===== config.mk =====
export PLATFORM = sky130hd
export DESIGN_NAME = gain_amp_ctrl
export DESIGN_NICKNAME = d
export VERILOG_FILES = /design/src/pkg/gain_amp_pkg.sv /design/src/verilog/gain_amp_ctrl.sv /design/src/verilog/gain_stage.sv
export SDC_FILE = /design/constraint.sdc
export NUM_CORES = 1
export LEC_CHECK = 0
export BUFFER_PORTS_ARGS = -buffer_cell sky130_fd_sc_hd__buf_4
export CAP_MARGIN = 20
export CORE_MARGIN = 4
export CORE_UTILIZATION = 41
export DETAILED_ROUTE_END_ITERATION = 8
export HOLD_SLACK_MARGIN = 0.08
export MAX_ROUTING_LAYER = met4
export PLACE_DENSITY = 0.76
export SLEW_MARGIN = 20
export SYNTH_ARGS = -nofsm -noshare
export SYNTH_HDL_FRONTEND = slang
export SYNTH_SLANG_ARGS = --single-unit

===== constraint.sdc =====
create_clock -name aclk -period 1.96 [get_ports aclk]
set_input_delay 0.098 -clock aclk [delete_from_list [all_inputs] [get_ports aclk]]
set_output_delay 0.098 -clock aclk [all_outputs]
set_load 0.05 [all_outputs]

===== src/pkg/gain_amp_pkg.sv =====
// How it works
// - Bit 7 enables; disable waits for conversion end
// - Bit 6 shorts the differential input
// - Gain code 00/01/10/11 gives 5/10/20/40
// - Bit 3 routes output to comparator, double clock
// - Bits 2:0 pick the stage clock event
// - Amplified conversion waits for stage clock events
// - Third stage register eight bits, resets zero
// - Auto-trigger starts at next stage clock event
package gain_amp_pkg;
	localparam int n_stages = 3;
	localparam logic [3:0] stage_a_addr = 4'h0;
	localparam logic [3:0] stage_b_addr = 4'h4;
	localparam logic [3:0] stage_c_addr = 4'h8;
	localparam logic [3:0] conv_ctrl_addr = 4'hc;
	localparam logic [7:0] stage_reset = 8'h00;
	localparam int en_bit = 7;
	localparam int short_bit = 6;
	localparam int gain_hi_bit = 5;
	localparam int gain_lo_bit = 4;
	localparam int cmp_bit = 3;
	localparam int conv_start_bit = 0;
	localparam int conv_auto_bit = 1;
	localparam int conv_sel_lo = 2;
	localparam int conv_busy_bit = 8;
	localparam logic [1:0] resp_okay = 2'b00;
	localparam logic [1:0] resp_slverr = 2'b10;
	localparam logic [2:0] adc_div8_last = 3'h7;
	localparam logic [7:0] gain_x5 = 8'h05;
	localparam logic [7:0] gain_x10 = 8'h0a;
	localparam logic [7:0] gain_x20 = 8'h14;
	localparam logic [7:0] gain_x40 = 8'h28;

	typedef enum logic [2:0] {
		src_adc_div8 = 3'b000,
		src_t0_compare = 3'b001,
		src_t0_overflow = 3'b010,
		src_t1_compare_b = 3'b011,
		src_t1_overflow = 3'b100,
		src_power_stage_sync_0 = 3'b101,
		src_power_stage_sync_1 = 3'b110,
		src_power_stage_sync_2 = 3'b111
	} clk_src_t;

	typedef struct packed {
		logic on;
		logic input_short;
		logic [1:0] gain;
		logic to_comparator;
		clk_src_t clksel;
	} stage_ctrl_t;

	// Event inputs, one bit per source code
	typedef struct packed {
		logic power_stage_sync_2;
		logic power_stage_sync_1;
		logic power_stage_sync_0;
		logic t1_overflow;
		logic t1_compare_b;
		logic t0_overflow;
		logic t0_compare;
		logic adc_clk;
	} sync_events_t;

	// Analog switch controls for one stage
	typedef struct packed {
		logic powered;
		logic input_short;
		logic [7:0] gain;
		logic to_comparator;
		logic amp_clk;
		logic cmp_clk;
	} stage_out_t;

	function automatic logic [7:0] gain_value(input logic [1:0] code);
		case (code)
			2'b00: gain_value = gain_x5;
			2'b01: gain_value = gain_x10;
			2'b10: gain_value = gain_x20;
			default: gain_value = gain_x40;
		endcase
	endfunction : gain_value
endpackage : gain_amp_pkg


===== src/verilog/gain_amp_ctrl.sv =====
`timescale 1ns/1ps
`default_nettype none
module gain_amp_ctrl
	import gain_amp_pkg::*;
#(
	parameter int adc_div = 4
)(
	// Clock and reset
	input wire logic aclk,
	input wire logic aresetn,
	// AXI4-Lite write
	input wire logic [3:0] s_axi_awaddr,
	input wire logic s_axi_awvalid,
	output logic s_axi_awready,
	input wire logic [31:0] s_axi_wdata,
	input wire logic [3:0] s_axi_wstrb,
	input wire logic s_axi_wvalid,
	output logic s_axi_wready,
	output logic [1:0] s_axi_bresp,
	output logic s_axi_bvalid,
	input wire logic s_axi_bready,
	// AXI4-Lite read
	input wire logic [3:0] s_axi_araddr,
	input wire logic s_axi_arvalid,
	output logic s_axi_arready,
	output logic [31:0] s_axi_rdata,
	output logic [1:0] s_axi_rresp,
	output logic s_axi_rvalid,
	input wire logic s_axi_rready,
	// Sync event pins
	input wire sync_events_t events_in,
	// Converter handshake
	input wire logic auto_trigger,
	input wire logic conv_done,
	output logic conv_start,
	// Analog controls
	output stage_out_t [n_stages-1:0] stage_out
);
	typedef enum logic [1:0] {
		cv_idle = 2'b00,
		cv_wait = 2'b01,
		cv_run = 2'b10
	} cv_state_t;

	typedef struct packed {
		logic [3:0] awaddr;
		logic aw_full;
		logic [31:0] wdata;
		logic [3:0] wstrb;
		logic w_full;
		logic bvalid;
		logic [1:0] bresp;
		logic rvalid;
		logic [31:0] rdata;
		logic [1:0] rresp;
		cv_state_t cv;
		logic [1:0] cv_sel;
		logic cv_auto;
		logic trig_seen;
		logic start;
		logic [7:0] ev_s1;
		logic [7:0] ev_s2;
		logic [7:0] ev_s3;
		logic [7:0] pre;
	} st_t;

	st_t s_q;
	st_t s_d;
	logic [7:0] ev_rise;
	logic adc_tick;
	logic [n_stages-1:0] wr_stage;
	logic [n_stages-1:0] stage_ev;
	logic [n_stages-1:0][7:0] stage_rd;
	logic busy;
	logic do_wr;
	logic sel_ev;

	assign busy = s_q.cv != cv_idle;
	assign ev_rise = s_q.ev_s2 & ~s_q.ev_s3;
	assign adc_tick = s_q.pre == 8'(adc_div - 1);
	assign do_wr = s_q.aw_full && s_q.w_full && !s_q.bvalid;
	assign sel_ev = stage_ev[s_q.cv_sel];

	// Three identical stage register blocks
	for (genvar i = 0; i < n_stages; i++) begin : g_stage
		assign wr_stage[i] = do_wr && s_q.wstrb[0] && s_q.awaddr == 4'(i * 4);
		gain_stage u_stage (
			.aclk(aclk),
			.aresetn(aresetn),
			.wr_en(wr_stage[i]),
			.wr_data(s_q.wdata[7:0]),
			.rd_data(stage_rd[i]),
			.conv_busy(busy),
			.events(ev_rise),
			.adc_tick(adc_tick),
			.sync_event(stage_ev[i]),
			.stage_out(stage_out[i])
		);
	end

	always_comb begin
		s_d = s_q;
		s_d.ev_s1 = events_in;
		s_d.ev_s2 = s_q.ev_s1;
		s_d.ev_s3 = s_q.ev_s2;
		s_d.pre = adc_tick ? 8'h00 : s_q.pre + 8'h01;
		s_d.start = 1'b0;
		if (s_axi_awvalid && !s_q.aw_full) begin
			s_d.awaddr = s_axi_awaddr;
			s_d.aw_full = 1'b1;
		end
		if (s_axi_wvalid && !s_q.w_full) begin
			s_d.wdata = s_axi_wdata;
			s_d.wstrb = s_axi_wstrb;
			s_d.w_full = 1'b1;
		end
		if (do_wr) begin
			s_d.aw_full = 1'b0;
			s_d.w_full = 1'b0;
			s_d.bvalid = 1'b1;
			s_d.bresp = (s_q.awaddr[1:0] == 2'b00 && s_q.awaddr <= conv_ctrl_addr) ? resp_okay : resp_slverr;
		end
		if (s_q.bvalid && s_axi_bready) begin
			s_d.bvalid = 1'b0;
		end
		if (s_axi_arvalid && !s_q.rvalid) begin
			s_d.rvalid = 1'b1;
			s_d.rresp = resp_okay;
			case (s_axi_araddr)
				stage_a_addr: s_d.rdata = {24'h0, stage_rd[0]};
				stage_b_addr: s_d.rdata = {24'h0, stage_rd[1]};
				stage_c_addr: s_d.rdata = {24'h0, stage_rd[2]};
				conv_ctrl_addr: s_d.rdata = {23'h0, busy, 4'h0, s_q.cv_sel, s_q.cv_auto, 1'b0};
				default: begin
					s_d.rdata = 32'h0;
					s_d.rresp = resp_slverr;
				end
			endcase
		end else if (s_q.rvalid && s_axi_rready) begin
			s_d.rvalid = 1'b0;
		end
		case (s_q.cv)
			cv_idle: begin
				if (do_wr && s_q.awaddr == conv_ctrl_addr && s_q.wstrb[0]) begin
					s_d.cv_sel = s_q.wdata[conv_sel_lo +: 2];
					s_d.cv_auto = s_q.wdata[conv_auto_bit];
					if (s_q.wdata[conv_start_bit]) begin
						s_d.cv = cv_wait;
						s_d.trig_seen = 1'b0;
					end
				end
			end
			cv_wait: begin
				// Start on the first stage event, after the trigger in auto mode
				if (sel_ev && (!s_q.cv_auto || s_q.trig_seen)) begin
					s_d.cv = cv_run;
					s_d.start = 1'b1;
				end
			end
			cv_run: begin
				if (conv_done) begin
					s_d.cv = cv_idle;
				end
			end
			default: s_d.cv = cv_idle;
		endcase
		// A trigger in the same cycle as the start write still counts
		if (auto_trigger) begin
			s_d.trig_seen = 1'b1;
		end
	end

	always_ff @(posedge aclk) begin
		if (!aresetn) begin
			s_q <= '0;
		end else begin
			s_q <= s_d;
		end
	end

	assign s_axi_awready = !s_q.aw_full;
	assign s_axi_wready = !s_q.w_full;
	assign s_axi_bvalid = s_q.bvalid;
	assign s_axi_bresp = s_q.bresp;
	assign s_axi_arready = !s_q.rvalid;
	assign s_axi_rvalid = s_q.rvalid;
	assign s_axi_rdata = s_q.rdata;
	assign s_axi_rresp = s_q.rresp;
	assign conv_start = s_q.start;
endmodule : gain_amp_ctrl
`default_nettype wire


===== src/verilog/gain_stage.sv =====
`timescale 1ns/1ps
`default_nettype none
module gain_stage
	import gain_amp_pkg::*;
(
	// Clock and reset
	input wire logic aclk,
	input wire logic aresetn,
	// Register access
	input wire logic wr_en,
	input wire logic [7:0] wr_data,
	output logic [7:0] rd_data,
	// Conversion and event inputs
	input wire logic conv_busy,
	input wire logic [7:0] events,
	input wire logic adc_tick,
	// Outputs
	output logic sync_event,
	output stage_out_t stage_out
);
	typedef struct packed {
		stage_ctrl_t ctrl;
		logic on_eff;
		logic [2:0] div;
		logic amp_clk;
		logic cmp_clk;
		logic event_q;
	} st_t;

	st_t s_q;
	st_t s_d;
	logic ev;

	always_comb begin
		s_d = s_q;
		if (wr_en) begin
			s_d.ctrl = stage_ctrl_t'(wr_data);
		end
		// Disable held off while a conversion runs
		if (s_d.ctrl.on || !conv_busy) begin
			s_d.on_eff = s_d.ctrl.on;
		end
		if (adc_tick) begin
			s_d.div = s_q.div + 3'h1;
		end
		ev = (s_q.ctrl.clksel == src_adc_div8) ? (adc_tick && s_q.div == adc_div8_last)
			: events[s_q.ctrl.clksel];
		s_d.event_q = ev && s_q.on_eff;
		if (s_d.event_q) begin
			s_d.amp_clk = !s_q.amp_clk;
		end
		// Comparator clock pulses once per event: twice the stage rate
		s_d.cmp_clk = s_d.event_q && s_q.ctrl.to_comparator;
	end

	always_ff @(posedge aclk) begin
		if (!aresetn) begin
			s_q <= '{ctrl: stage_ctrl_t'(stage_reset), on_eff: 1'b0, div: 3'h0,
				amp_clk: 1'b0, cmp_clk: 1'b0, event_q: 1'b0};
		end else begin
			s_q <= s_d;
		end
	end

	assign rd_data = s_q.ctrl;
	assign sync_event = s_q.event_q;
	assign stage_out.powered = s_q.on_eff;
	assign stage_out.input_short = s_q.ctrl.input_short;
	assign stage_out.gain = gain_value(s_q.ctrl.gain);
	assign stage_out.to_comparator = s_q.ctrl.to_comparator;
	assign stage_out.amp_clk = s_q.amp_clk;
	assign stage_out.cmp_clk = s_q.cmp_clk;
endmodule : gain_stage
`default_nettype wire


==> results.json, run 1 <==
{
  "drive_gt1_frac": 0.2182,
  "routed_wl_um": 10220,
  "cts.sinks": 109,
  "cts_tree": "done",
  "async_flop_share": 0,
  "max_stage_delay_ns": 0.39,
  "synthFlopType": "dfxtp_1",
  "grtUsageTotal": 0.1520,
  "finalMaxSlewViolations": 0,
  "ir_drop_v": 0.0004496,
  "use_met3": 0.02835,
  "core-area_um2": 11660,
  "clockRootBuffer": "clkbuf_16",
  "synth_seq_area_share": 0.4391,
  "antenna_cells": 0,
  "hp-class": "in2reg",
  "antenna_found_initial": 0,
  "setup_viol": 0,
  "cp-end-kind": "flop",
  "firstDrtPassIters": 6,
  "wl_per_cell_um": 13.66,
  "met1_usage": 0.1960,
  "cap_viol_max_count": 0,
  "crit_arrival_ns": 2.07,
  "synth_largest_area_cell": "dfxtp_1",
  "grt-busiest-layer": "met2",
  "clock_skew_ns": 0.01148,
  "final_nets": 668,
  "synth_seq_cells": 109,
  "synth_cell_types": 50,
  "dp_hpwl_um": 7527,
  "drc": 0,
  "synth.avg_cell_area_um2": 9.631,
  "powerDensity_nw_per_um2": 754.4,
  "die_w_um": 118.1,
  "syn_area_um2": 4970,
  "tightestPinTransition_ns": 0.6481,
  "power_leakage_nw": 2.596,
  "hold_viol": 0,
  "portBuffers": 82,
  "die_h_um": 118.1,
  "synth_edf_count": 0,
  "timing.fmax_mhz": 548.5,
  "grt_max_degree": 63,
  "reg2reg_slack_ns": 0.14,
  "dieArea_um2": 13950,
  "clk_pin_slew_worst_paths_ns": 0.08,
  "post-route-min-period_ns": 1.823,
  "synthTopCellsByArea": "dfxtp_1 (44%), buf_4 (8.6%), mux2i_1 (7.7%)",
  "gp_congestion": 0.8368,
  "crit_fanout": 4,
  "grt_pass1_vias": 3439,
  "yosysTopAreaCellShare": 0.4391,
  "pre_cts_slack_ns": 0.1261,
  "status": "completed",
  "vias": 3608,
  "slew_headroom": 0.5655,
  "drt_iter0_markers": 151,
  "post_drt_via_cell_ratio": 4.824,
  "synth_cells": 516,
  "grtUsageMet2": 0.2415,
  "clockBufferDepth": 2,
  "grt-ovfl-total": 0,
  "critical_path_class": "reg2reg",
  "fin_crit_sh": 0.9301,
  "fin_ws_ns": 0.1370,
  "ios": 142,
  "initial_core_util": 0.4261,
  "yosys_warnings": 0,
  "worstPathRequired_ns": 2.20,
  "hold_ws_ns": 0.1544,
  "ant_nets": 0,
  "htreeDepth": 3,
  "grt_pass1_wl_um": 17210,
  "clkLatencyLatePin_ns": 0.34,
  "rows": 39,
  "fill_cells": 1026,
  "slowest_stage": "a221oi_2",
  "startpoint_type": "flop",
  "cts_made_buffers": 9,
  "area_growth_pct": 21.90,
  "crit_path_cell_trace": "ha_2 -> nor3b_4 -> nand4b_1 -> a221oi_2 -> xor2_1 -> and2_1"
}
==> final cells by class <==
type | instances | area [um^2] | share of cell area
Clock buffer | 10 | 239.0 | 0.03945
Timing Repair Buffer | 125 | 1011 | 0.1669
Inverter | 12 | 45.04 | 0.007435
Clock inverter | 6 | 53.80 | 0.008881
Sequential cell | 109 | 2182 | 0.3602
Multi-Input combinational cell | 343 | 2349 | 0.3876
Tap cell | 143 | 178.9 | 0.02953
==> per-layer routing <==
| metal | share of wire | vias to the layer above |
|---|---|---|
| met2 | 0.47 | 108 |
| met4 | 0.015 | 0 |
| li1 | - | 1793 |
| met1 | 0.46 | 1696 |
| met3 | 0.047 | 11 |
| met5 | 0 | - |
==> worst paths after layout <==
kind	from	cells after the start	to
worst max-delay path	s_q[0]	6	g_stage[2].u_stage.stage_out[1]
worst min-delay path	s_axi_araddr[1]	4	s_axi_rdata[8]
worst max register to register	s_q[0]	6	g_stage[2].u_stage.stage_out[1]
worst min register to register	s_d[19]	1	s_d[11]
==> report_power, final <==
group          leakage [nW]  switching (mW)  total (mW)  internal, mW
registers             0.886          0.0473        2.32          2.27
logic                  1.57           0.305       0.494         0.189
clock network         0.142           0.838        1.76         0.920
==> Yosys cell counts (2+ instances only) <==
| library cell | count |
|---|---|
| a211oi_1 | 2 |
| a21boi_0 | 20 |
| a21oi_1 | 4 |
| a221oi_2 | 2 |
| a22oi_1 | 8 |
| and2_1 | 32 |
| and2_2 | 2 |
| and3_1 | 3 |
| and3_2 | 2 |
| and3b_1 | 3 |
| buf_2 | 4 |
| buf_4 | 57 |
| clkbuf_1 | 21 |
| dfxtp_1 | 109 |
| ha_1 | 7 |
| inv_1 | 12 |
| mux2i_1 | 38 |
| mux4_2 | 5 |
| nand2_1 | 43 |
| nand2b_1 | 7 |
| nand3_1 | 10 |
| nand4b_1 | 4 |
| nor2_1 | 22 |
| nor2b_1 | 50 |
| nor3b_1 | 4 |
| nor3b_2 | 2 |
| o21ai_0 | 10 |
| o41ai_1 | 2 |
| xnor2_1 | 8 |
| xor2_1 | 3 |
==> worst max-delay path: cells and delay by family (launching register included) <==
kind	cells	cell delay, ns
simple gates	3	0.61
compound gates	1	0.39
flops	1	0.38
fa+ha+maj	1	0.24
xor+xnor	1	0.11
==> kinds of logic after synthesis <==
group                      count (synthesis)  share of synthesized area
and+or+nand+nor                          195                     0.2266
DFF                                      109                     0.4391
buffers and inverters                     94                     0.1151
AOI/OAI and AO/OA                         56                    0.08233
muxes                                     43                    0.09919
xor gates and xnor gates                  11                    0.01939
adders and majority gates                  7                    0.01762
other                                      1                  0.0007546
==> layout by cell type, fill, tap and decap left out, types with 8 or more instances in the layout <==
master,n
a21boi_0,20
a22oi_1,8
and2_1,32
buf_4,96
clkbuf_16,9
conb_1,31
dfxtp_1,109
dlygate4sd3_1,29
inv_1,12
mux2i_1,38
nand2_1,43
nand3_1,10
nor2_1,22
nor2b_1,50
o21ai_0,10
xnor2_1,8
==> state kept, by name, summed over array words and instances (netlist names), 3 cells and up <==
register                    flops
g_stage.u_stage.s_q             9
g_stage.u_stage.sync_event      3
s_axi_rdata                     9
g_stage.u_stage.stage_out       9
s_q                            36
s_d                            14
g_stage.u_stage.rd_data        24
==> stage by stage <==
stage / utilization / instances / area, um^2 / TNS (ns) / power (mW)
global route: 0.5195 / 748 / 6058 / -0.04758 / 4.769
floorplan: - / 546 / 5082 / 0 / 2.741
detailed placement: 0.4665 / 701 / 5440 / 0 / 2.809
global placement: 0.4665 / 701 / 5440 / 0 / 2.796
finish: 0.5195 / 748 / 6058 / 0 / 4.570
CTS: 0.5165 / 746 / 6023 / 0 / 4.610
==> what timing repair did <==
action / 4_1_cts / 5_1_grt
hold buffers: 29 / 0
gates resized for setup: 0 / 3
buffers inserted: 0 / 2
endpoints found under the setup margin: 0 / 7
endpoints found under the hold margin: 27 / 0
No activity file was read; power rests on OpenSTA's default activity.
==> run 2: changes to the inputs <==
--- a/config.mk
+++ b/config.mk
@@ -12,7 +12,7 @@
 export DETAILED_ROUTE_END_ITERATION = 8
 export HOLD_SLACK_MARGIN = 0.08
 export MAX_ROUTING_LAYER = met4
-export PLACE_DENSITY = 0.76
+export PLACE_DENSITY = 0.79
 export SLEW_MARGIN = 20
 export SYNTH_ARGS = -nofsm -noshare
 export SYNTH_HDL_FRONTEND = slang
==> constraint.sdc (replaced) <==
create_clock -name aclk -period 1.6 [get_ports aclk]
set_input_delay 0.08 -clock aclk [delete_from_list [all_inputs] [get_ports aclk]]
set_output_delay 0.08 -clock aclk [all_outputs]
set_load 0.05 [all_outputs]
==> results.json, run 2 (synthesis results as in run 1) <==
{
  "wl_per_cell_um": 14.75,
  "initial_core_util": 0.4261,
  "power.switching_mw": 1.427,
  "ant_nets": 0,
  "power_leakage_nw": 2.740,
  "timing.fmax_mhz": 582.9,
  "min-delay-start": "aresetn",
  "place_area_um2": 5653,
  "core-area_um2": 11660,
  "comb_power_share": 0.117,
  "drc": 0,
  "finalMaxSlewViolations": 0,
  "clockRootBuffer": "clkbuf_16",
  "cp-end-kind": "flop",
  "clk_pin_slew_worst_paths_ns": 0.07,
  "hp-class": "in2reg",
  "critical_path_class": "reg2reg",
  "power_switching_share": 0.2504,
  "setup_viol": 7,
  "hold_ws_ns": 0.1176,
  "firstDrtPassIters": 4,
  "r2r_start": "s_q[5]",
  "grt_max_degree": 84,
  "grt-ovfl-total": 0,
  "routed.top_layer": "met4",
  "crit_family": "simple AND/OR/NAND/NOR gates",
  "timing.rr.end": "g_stage[0].u_stage.stage_out[1]",
  "startpoint_type": "flop",
  "violations": "negative setup slack",
  "dp_hpwl_um": 7745,
  "internal_power_mw": 4.271,
  "route.met3.wl_um": 773,
  "area_growth_pct": 27.74,
  "portBuffers": 82,
  "powerDensity_nw_per_um2": 897.5,
  "grt_pass1_vias": 3713,
  "wl_met1_um": 4836,
  "routed-wl-met2_um": 5673,
  "post-route-min-period_ns": 1.716,
  "slowest_stage": "nor4_4",
  "drive_gt1_frac": 0.2759,
  "fin_ws_ns": -0.1157,
  "grtUsageTotal": 0.1626,
  "hold_viol": 0,
  "status": "finished with violations",
  "crit_arrival_ns": 1.95,
  "antenna_cells": 0,
  "endpoint": "g_stage[0].u_stage.stage_out[1]",
  "final_nets": 690,
  "clock_skew_ns": 0.006184,
  "die_w_um": 118.1,
  "ir_drop_v": 0.0005605,
  "gp_congestion": 0.8911,
  "crit_fanout": 4,
  "die_h_um": 118.1,
  "reg2reg_depth": 5,
  "critPathBufInv": 0,
  "stdcell_count": 770,
  "cts_made_buffers": 9,
  "startpoint": "s_q[5]",
  "worst-path-stages": 5,
  "ios": 142,
  "cts_tree": "done",
  "drt_iter0_markers": 184,
  "rows": 39,
  "cap_viol_max_count": 0,
  "power_frac_seq": 0.499,
  "clkLatencyLatePin_ns": 0.34,
  "post-place-cells": 721,
  "vias": 3796,
  "reg2reg_slack_ns": -0.12,
  "max_stage_delay_ns": 0.42,
  "final_common_cell": "buf_4",
  "rsz0062_at_grt": "true",
  "dieArea_um2": 13950,
  "clockBufferDepth": 2,
  "grt_pass1_wl_um": 18280,
  "post_drt_via_cell_ratio": 4.930,
  "top_register": "s_q",
  "pwr-share-clk": 0.384,
  "design_area_um2": 6349,
  "final_cell_mix": "buf_4 (118), dfxtp_1 (100), nor2b_1 (50), nand2_1 (42), mux2i_1 (37)",
  "routed_wl_um": 11360,
  "antenna_found_initial": 0,
  "fin_crit_sh": 1.072,
  "crit_path_cell_trace": "nor4_4 -> nand4b_1 -> a221oi_4 -> xor2_1 -> and2_1",
  "worstPathRequired_ns": 1.84,
  "cts.sinks": 109,
  "htreeDepth": 3,
  "largest_reg_flops": 36
}
## run 2: cell types whose count changed in the layout (fill, tap and decap cells not counted), moves of 2 or more
cell | previous run | this run
dfxtp_2 | 0 | 8
nand2b_1 | 7 | 3
dfxtp_1 | 109 | 100
buf_12 | 0 | 2
nand2b_4 | 0 | 4
o41ai_2 | 0 | 2
clkbuf_1 | 0 | 2
buf_4 | 96 | 118
dlygate4sd3_1 | 29 | 27
o41ai_1 | 2 | 0
## run 2: final cells by class
class / count / area (um^2)
Inverter: 12 / 48.80
Tap cell: 143 / 178.9
Sequential cell: 109 / 2196
Clock inverter: 5 / 60.06
Fill cell: 1010 / 5314
Timing Repair Buffer: 147 / 1196
Multi-Input combinational cell: 343 / 2436
Clock buffer: 11 / 232.7
## run 2: how the worst min path moves through the flow
stage          slack [ns]  cells after the start                   endpoint
2_1_floorplan        0.20                      2                   s_q[114]
3_3_place_gp         0.29                      2                    s_d[21]
3_5_place_dp         0.29                      2                    s_d[21]
4_1_cts              0.11                      2                    s_q[83]
5_1_grt              0.12                      2  g_stage[0].u_stage.s_q[4]
6_report             0.12                      2                    s_q[83]
## run 2: repair_timing
item | 4_1_cts | 5_1_grt
hold endpoints to repair | 26 | 0
gates cloned | 0 | 0
setup buffers | 3 | 3
pin swaps | 9 | 8
resized for setup | 12 | 4
setup endpoints to repair | 6 | 13
hold buffers | 27 | 0
## run 2: power by group through the flow
stage | sequential (mW) | combinational [mW] | clock (mW)
floorplan | 2.90 | 0.471 | 0
global placement | 2.89 | 0.574 | 0
detailed placement | 2.90 | 0.589 | 0
CTS | 2.84 | 0.656 | 2.23
global route | 2.85 | 0.716 | 2.33
finish | 2.84 | 0.667 | 2.19
## run 2: per-layer routing
metal	global-route usage	up-vias
li1	-	1841
met1	0.1952	1825
met2	0.2715	121
met3	0.04133	9
met4	0.04469	0
met5	-	-
## run 2: stage by stage
| step | setup TNS, ns | power [mW] | util | setup slack (ns) |
|---|---|---|---|---|
| 2_1_floorplan | -0.2550 | 3.372 | - | -0.06649 |
| 3_3_place_gp | -0.08418 | 3.468 | 0.4847 | -0.05742 |
| 3_5_place_dp | -0.1970 | 3.489 | 0.4847 | -0.09160 |
| 4_1_cts | -0.1010 | 5.725 | 0.5411 | -0.05957 |
| 5_1_grt | -0.7760 | 5.895 | 0.5444 | -0.1880 |
| 6_report | -0.3209 | 5.698 | 0.5444 | -0.1157 |
==> run 3: changes to the inputs <==
--- a/config.mk
+++ b/config.mk
@@ -12,7 +12,7 @@
 export DETAILED_ROUTE_END_ITERATION = 8
 export HOLD_SLACK_MARGIN = 0.08
 export MAX_ROUTING_LAYER = met4
-export PLACE_DENSITY = 0.79
+export PLACE_DENSITY = 0.68
 export SLEW_MARGIN = 20
 export SYNTH_ARGS = -nofsm -noshare
 export SYNTH_HDL_FRONTEND = slang
==> results.json, run 3 (synthesis results as in run 1) <==
{
  "final_nets": 689,
  "rows": 39,
  "clock_skew_ns": 0.007138,
  "dieArea_um2": 13950,
  "ant_nets": 0,
  "hold_viol": 0,
  "place_area_um2": 5670,
  "design_area_um2": 6340,
  "ir_drop_v": 0.0007000,
  "post_drt_via_cell_ratio": 4.811,
  "fill_cells": 1028,
  "finalMaxSlewViolations": 0,
  "cp-end-kind": "flop",
  "crit_arrival_ns": 1.94,
  "reg2reg_depth": 6,
  "drc": 0,
  "antenna_cells": 0,
  "min-delay-start": "aresetn",
  "clockBufferDepth": 2,
  "hp-class": "in2reg",
  "area_growth_pct": 27.57,
  "wl_per_cell_um": 13.93,
  "initial_core_util": 0.4261,
  "power.switching_mw": 1.504,
  "r2r_start": "s_q[1]",
  "firstDrtPassIters": 4,
  "grt-ovfl-total": 0,
  "setup_viol": 2,
  "status": "finished with violations",
  "drt_iter0_markers": 207,
  "power_leakage_nw": 2.731,
  "post-place-cells": 725,
  "hold_end": "s_q[37]",
  "grt_pass1_vias": 3773,
  "antenna_found_initial": 0,
  "cts.sinks": 109,
  "clk_pin_slew_worst_paths_ns": 0.07,
  "grt_pass1_wl_um": 18080,
  "hold_depth": 3,
  "vias": 3700,
  "largest_reg_flops": 36,
  "timing.rr.end": "g_stage[2].u_stage.stage_out[1]",
  "crit_fanout": 4,
  "gp_congestion": 0.8414,
  "drive_gt1_frac": 0.2827,
  "comb_power_share": 0.116,
  "grtUsageTotal": 0.1612,
  "die_w_um": 118.1,
  "clkLatencyLatePin_ns": 0.35,
  "htreeDepth": 3,
  "final.setup.tns_ns": -0.06598,
  "grt_max_degree": 49,
  "fin_crit_sh": 1.029,
  "rsz0062_at_grt": "true",
  "startpoint": "s_q[1]",
  "dp_hpwl_um": 7883,
  "stdcell_count": 769,
  "startpoint_type": "flop",
  "portBuffers": 82,
  "total_power_mw": 5.635,
  "violations": "negative setup slack",
  "powerDensity_nw_per_um2": 888.8,
  "power_switching_share": 0.2670,
  "core-area_um2": 11660,
  "final_cell_mix": "buf_4 (115), dfxtp_1 (98), nor2b_1 (50), nand2_1 (42), mux2i_1 (36)",
  "worstPathRequired_ns": 1.90,
  "post-route-util": 0.5436,
  "power_frac_seq": 0.504,
  "timing.fmax_mhz": 607.1,
  "ios": 142,
  "pwr-share-clk": 0.380,
  "fin_ws_ns": -0.04717,
  "cts_made_buffers": 9,
  "internal_power_mw": 4.130,
  "final_common_cell": "buf_4",
  "post-route-min-period_ns": 1.647,
  "die_h_um": 118.1,
  "reg2reg_slack_ns": -0.05,
  "critical_path_class": "reg2reg",
  "cap_viol_max_count": 0,
  "cts_tree": "done",
  "routed_wl_um": 10710,
  "top_register": "s_q",
  "clockRootBuffer": "clkbuf_16"
}
run 3: cell count changes in the layout (fill, tap and decap cells not counted), moves of 2 or more:
cell | previous run | this run
buf_4 | 118 | 115
buf_6 | 0 | 3
clkbuf_1 | 2 | 0
dfxtp_1 | 100 | 98
dfxtp_2 | 8 | 10
inv_6 | 1 | 3
run 3: stage by stage:
stage	worst slack (ns)	hold slack [ns]
after floorplan	-0.06649	0.1958
after global placement	-0.06511	0.2867
after detailed placement	-0.1047	0.2926
after CTS	-0.05785	0.1265
after global routing	-0.1428	0.1434
final	-0.04717	0.1361
run 3: per-layer routing:
| layer | vias up | track usage | routed length (um) |
|---|---|---|---|
| met2 | 95 | 0.2644 | 5150 |
| met1 | 1748 | 0.1944 | 4862 |
| li1 | 1837 | - | - |
| met4 | 0 | 0.06886 | 244 |
| met5 | - | - | 0 |
| met3 | 20 | 0.02979 | 455 |
run 3: timing repair:
action | 4_1_cts | 5_1_grt
resized for setup | 11 | 12
cloned | 0 | 0
buffers inserted | 1 | 0
setup endpoints to repair | 8 | 16
hold buffers | 27 | 0
hold endpoints to repair | 26 | 0
pin swaps | 11 | 4
run 3: worst max path at each step:
stage	slack, ns	cells past startpoint	to
final	-0.05	6	g_stage[2].u_stage.stage_out[1]
after global routing	-0.14	6	g_stage[2].u_stage.stage_out[1]
after CTS	-0.06	6	g_stage[2].u_stage.stage_out[1]
after detailed placement	-0.10	5	g_stage[2].u_stage.stage_out[1]
after global placement	-0.07	5	g_stage[0].u_stage.stage_out[1]
after floorplan	-0.07	6	s_axi_rresp[1]
run 3: layout make-up:
| class | instances | area [um^2] | share of cell area |
|---|---|---|---|
| Multi-Input combinational cell | 343 | 2444 | 0.3854 |
| Sequential cell | 109 | 2198 | 0.3468 |
| Timing Repair Buffer | 146 | 1187 | 0.1873 |
| Clock buffer | 9 | 225.2 | 0.03552 |
| Tap cell | 143 | 178.9 | 0.02822 |
| Clock inverter | 7 | 57.56 | 0.009078 |
| Inverter | 12 | 48.80 | 0.007697 |
run 3: power by group through the flow:
stage / registers, mW / clock network, mW / logic, mW
finish: 2.84 / 2.14 / 0.654
global route: 2.85 / 2.30 / 0.705
CTS: 2.84 / 2.20 / 0.655
detailed placement: 2.90 / 0 / 0.589
global placement: 2.89 / 0 / 0.580
floorplan: 2.90 / 0 / 0.471
run 3: worst max-delay path, cell delays in order, from the launching register on:
cell and delay [ns]:
dfxtp_2 0.36, ha_4 0.13, nor3b_4 0.25, nand4b_1 0.22, a221oi_4 0.33, xor2_1 0.17
and2_1 0.14
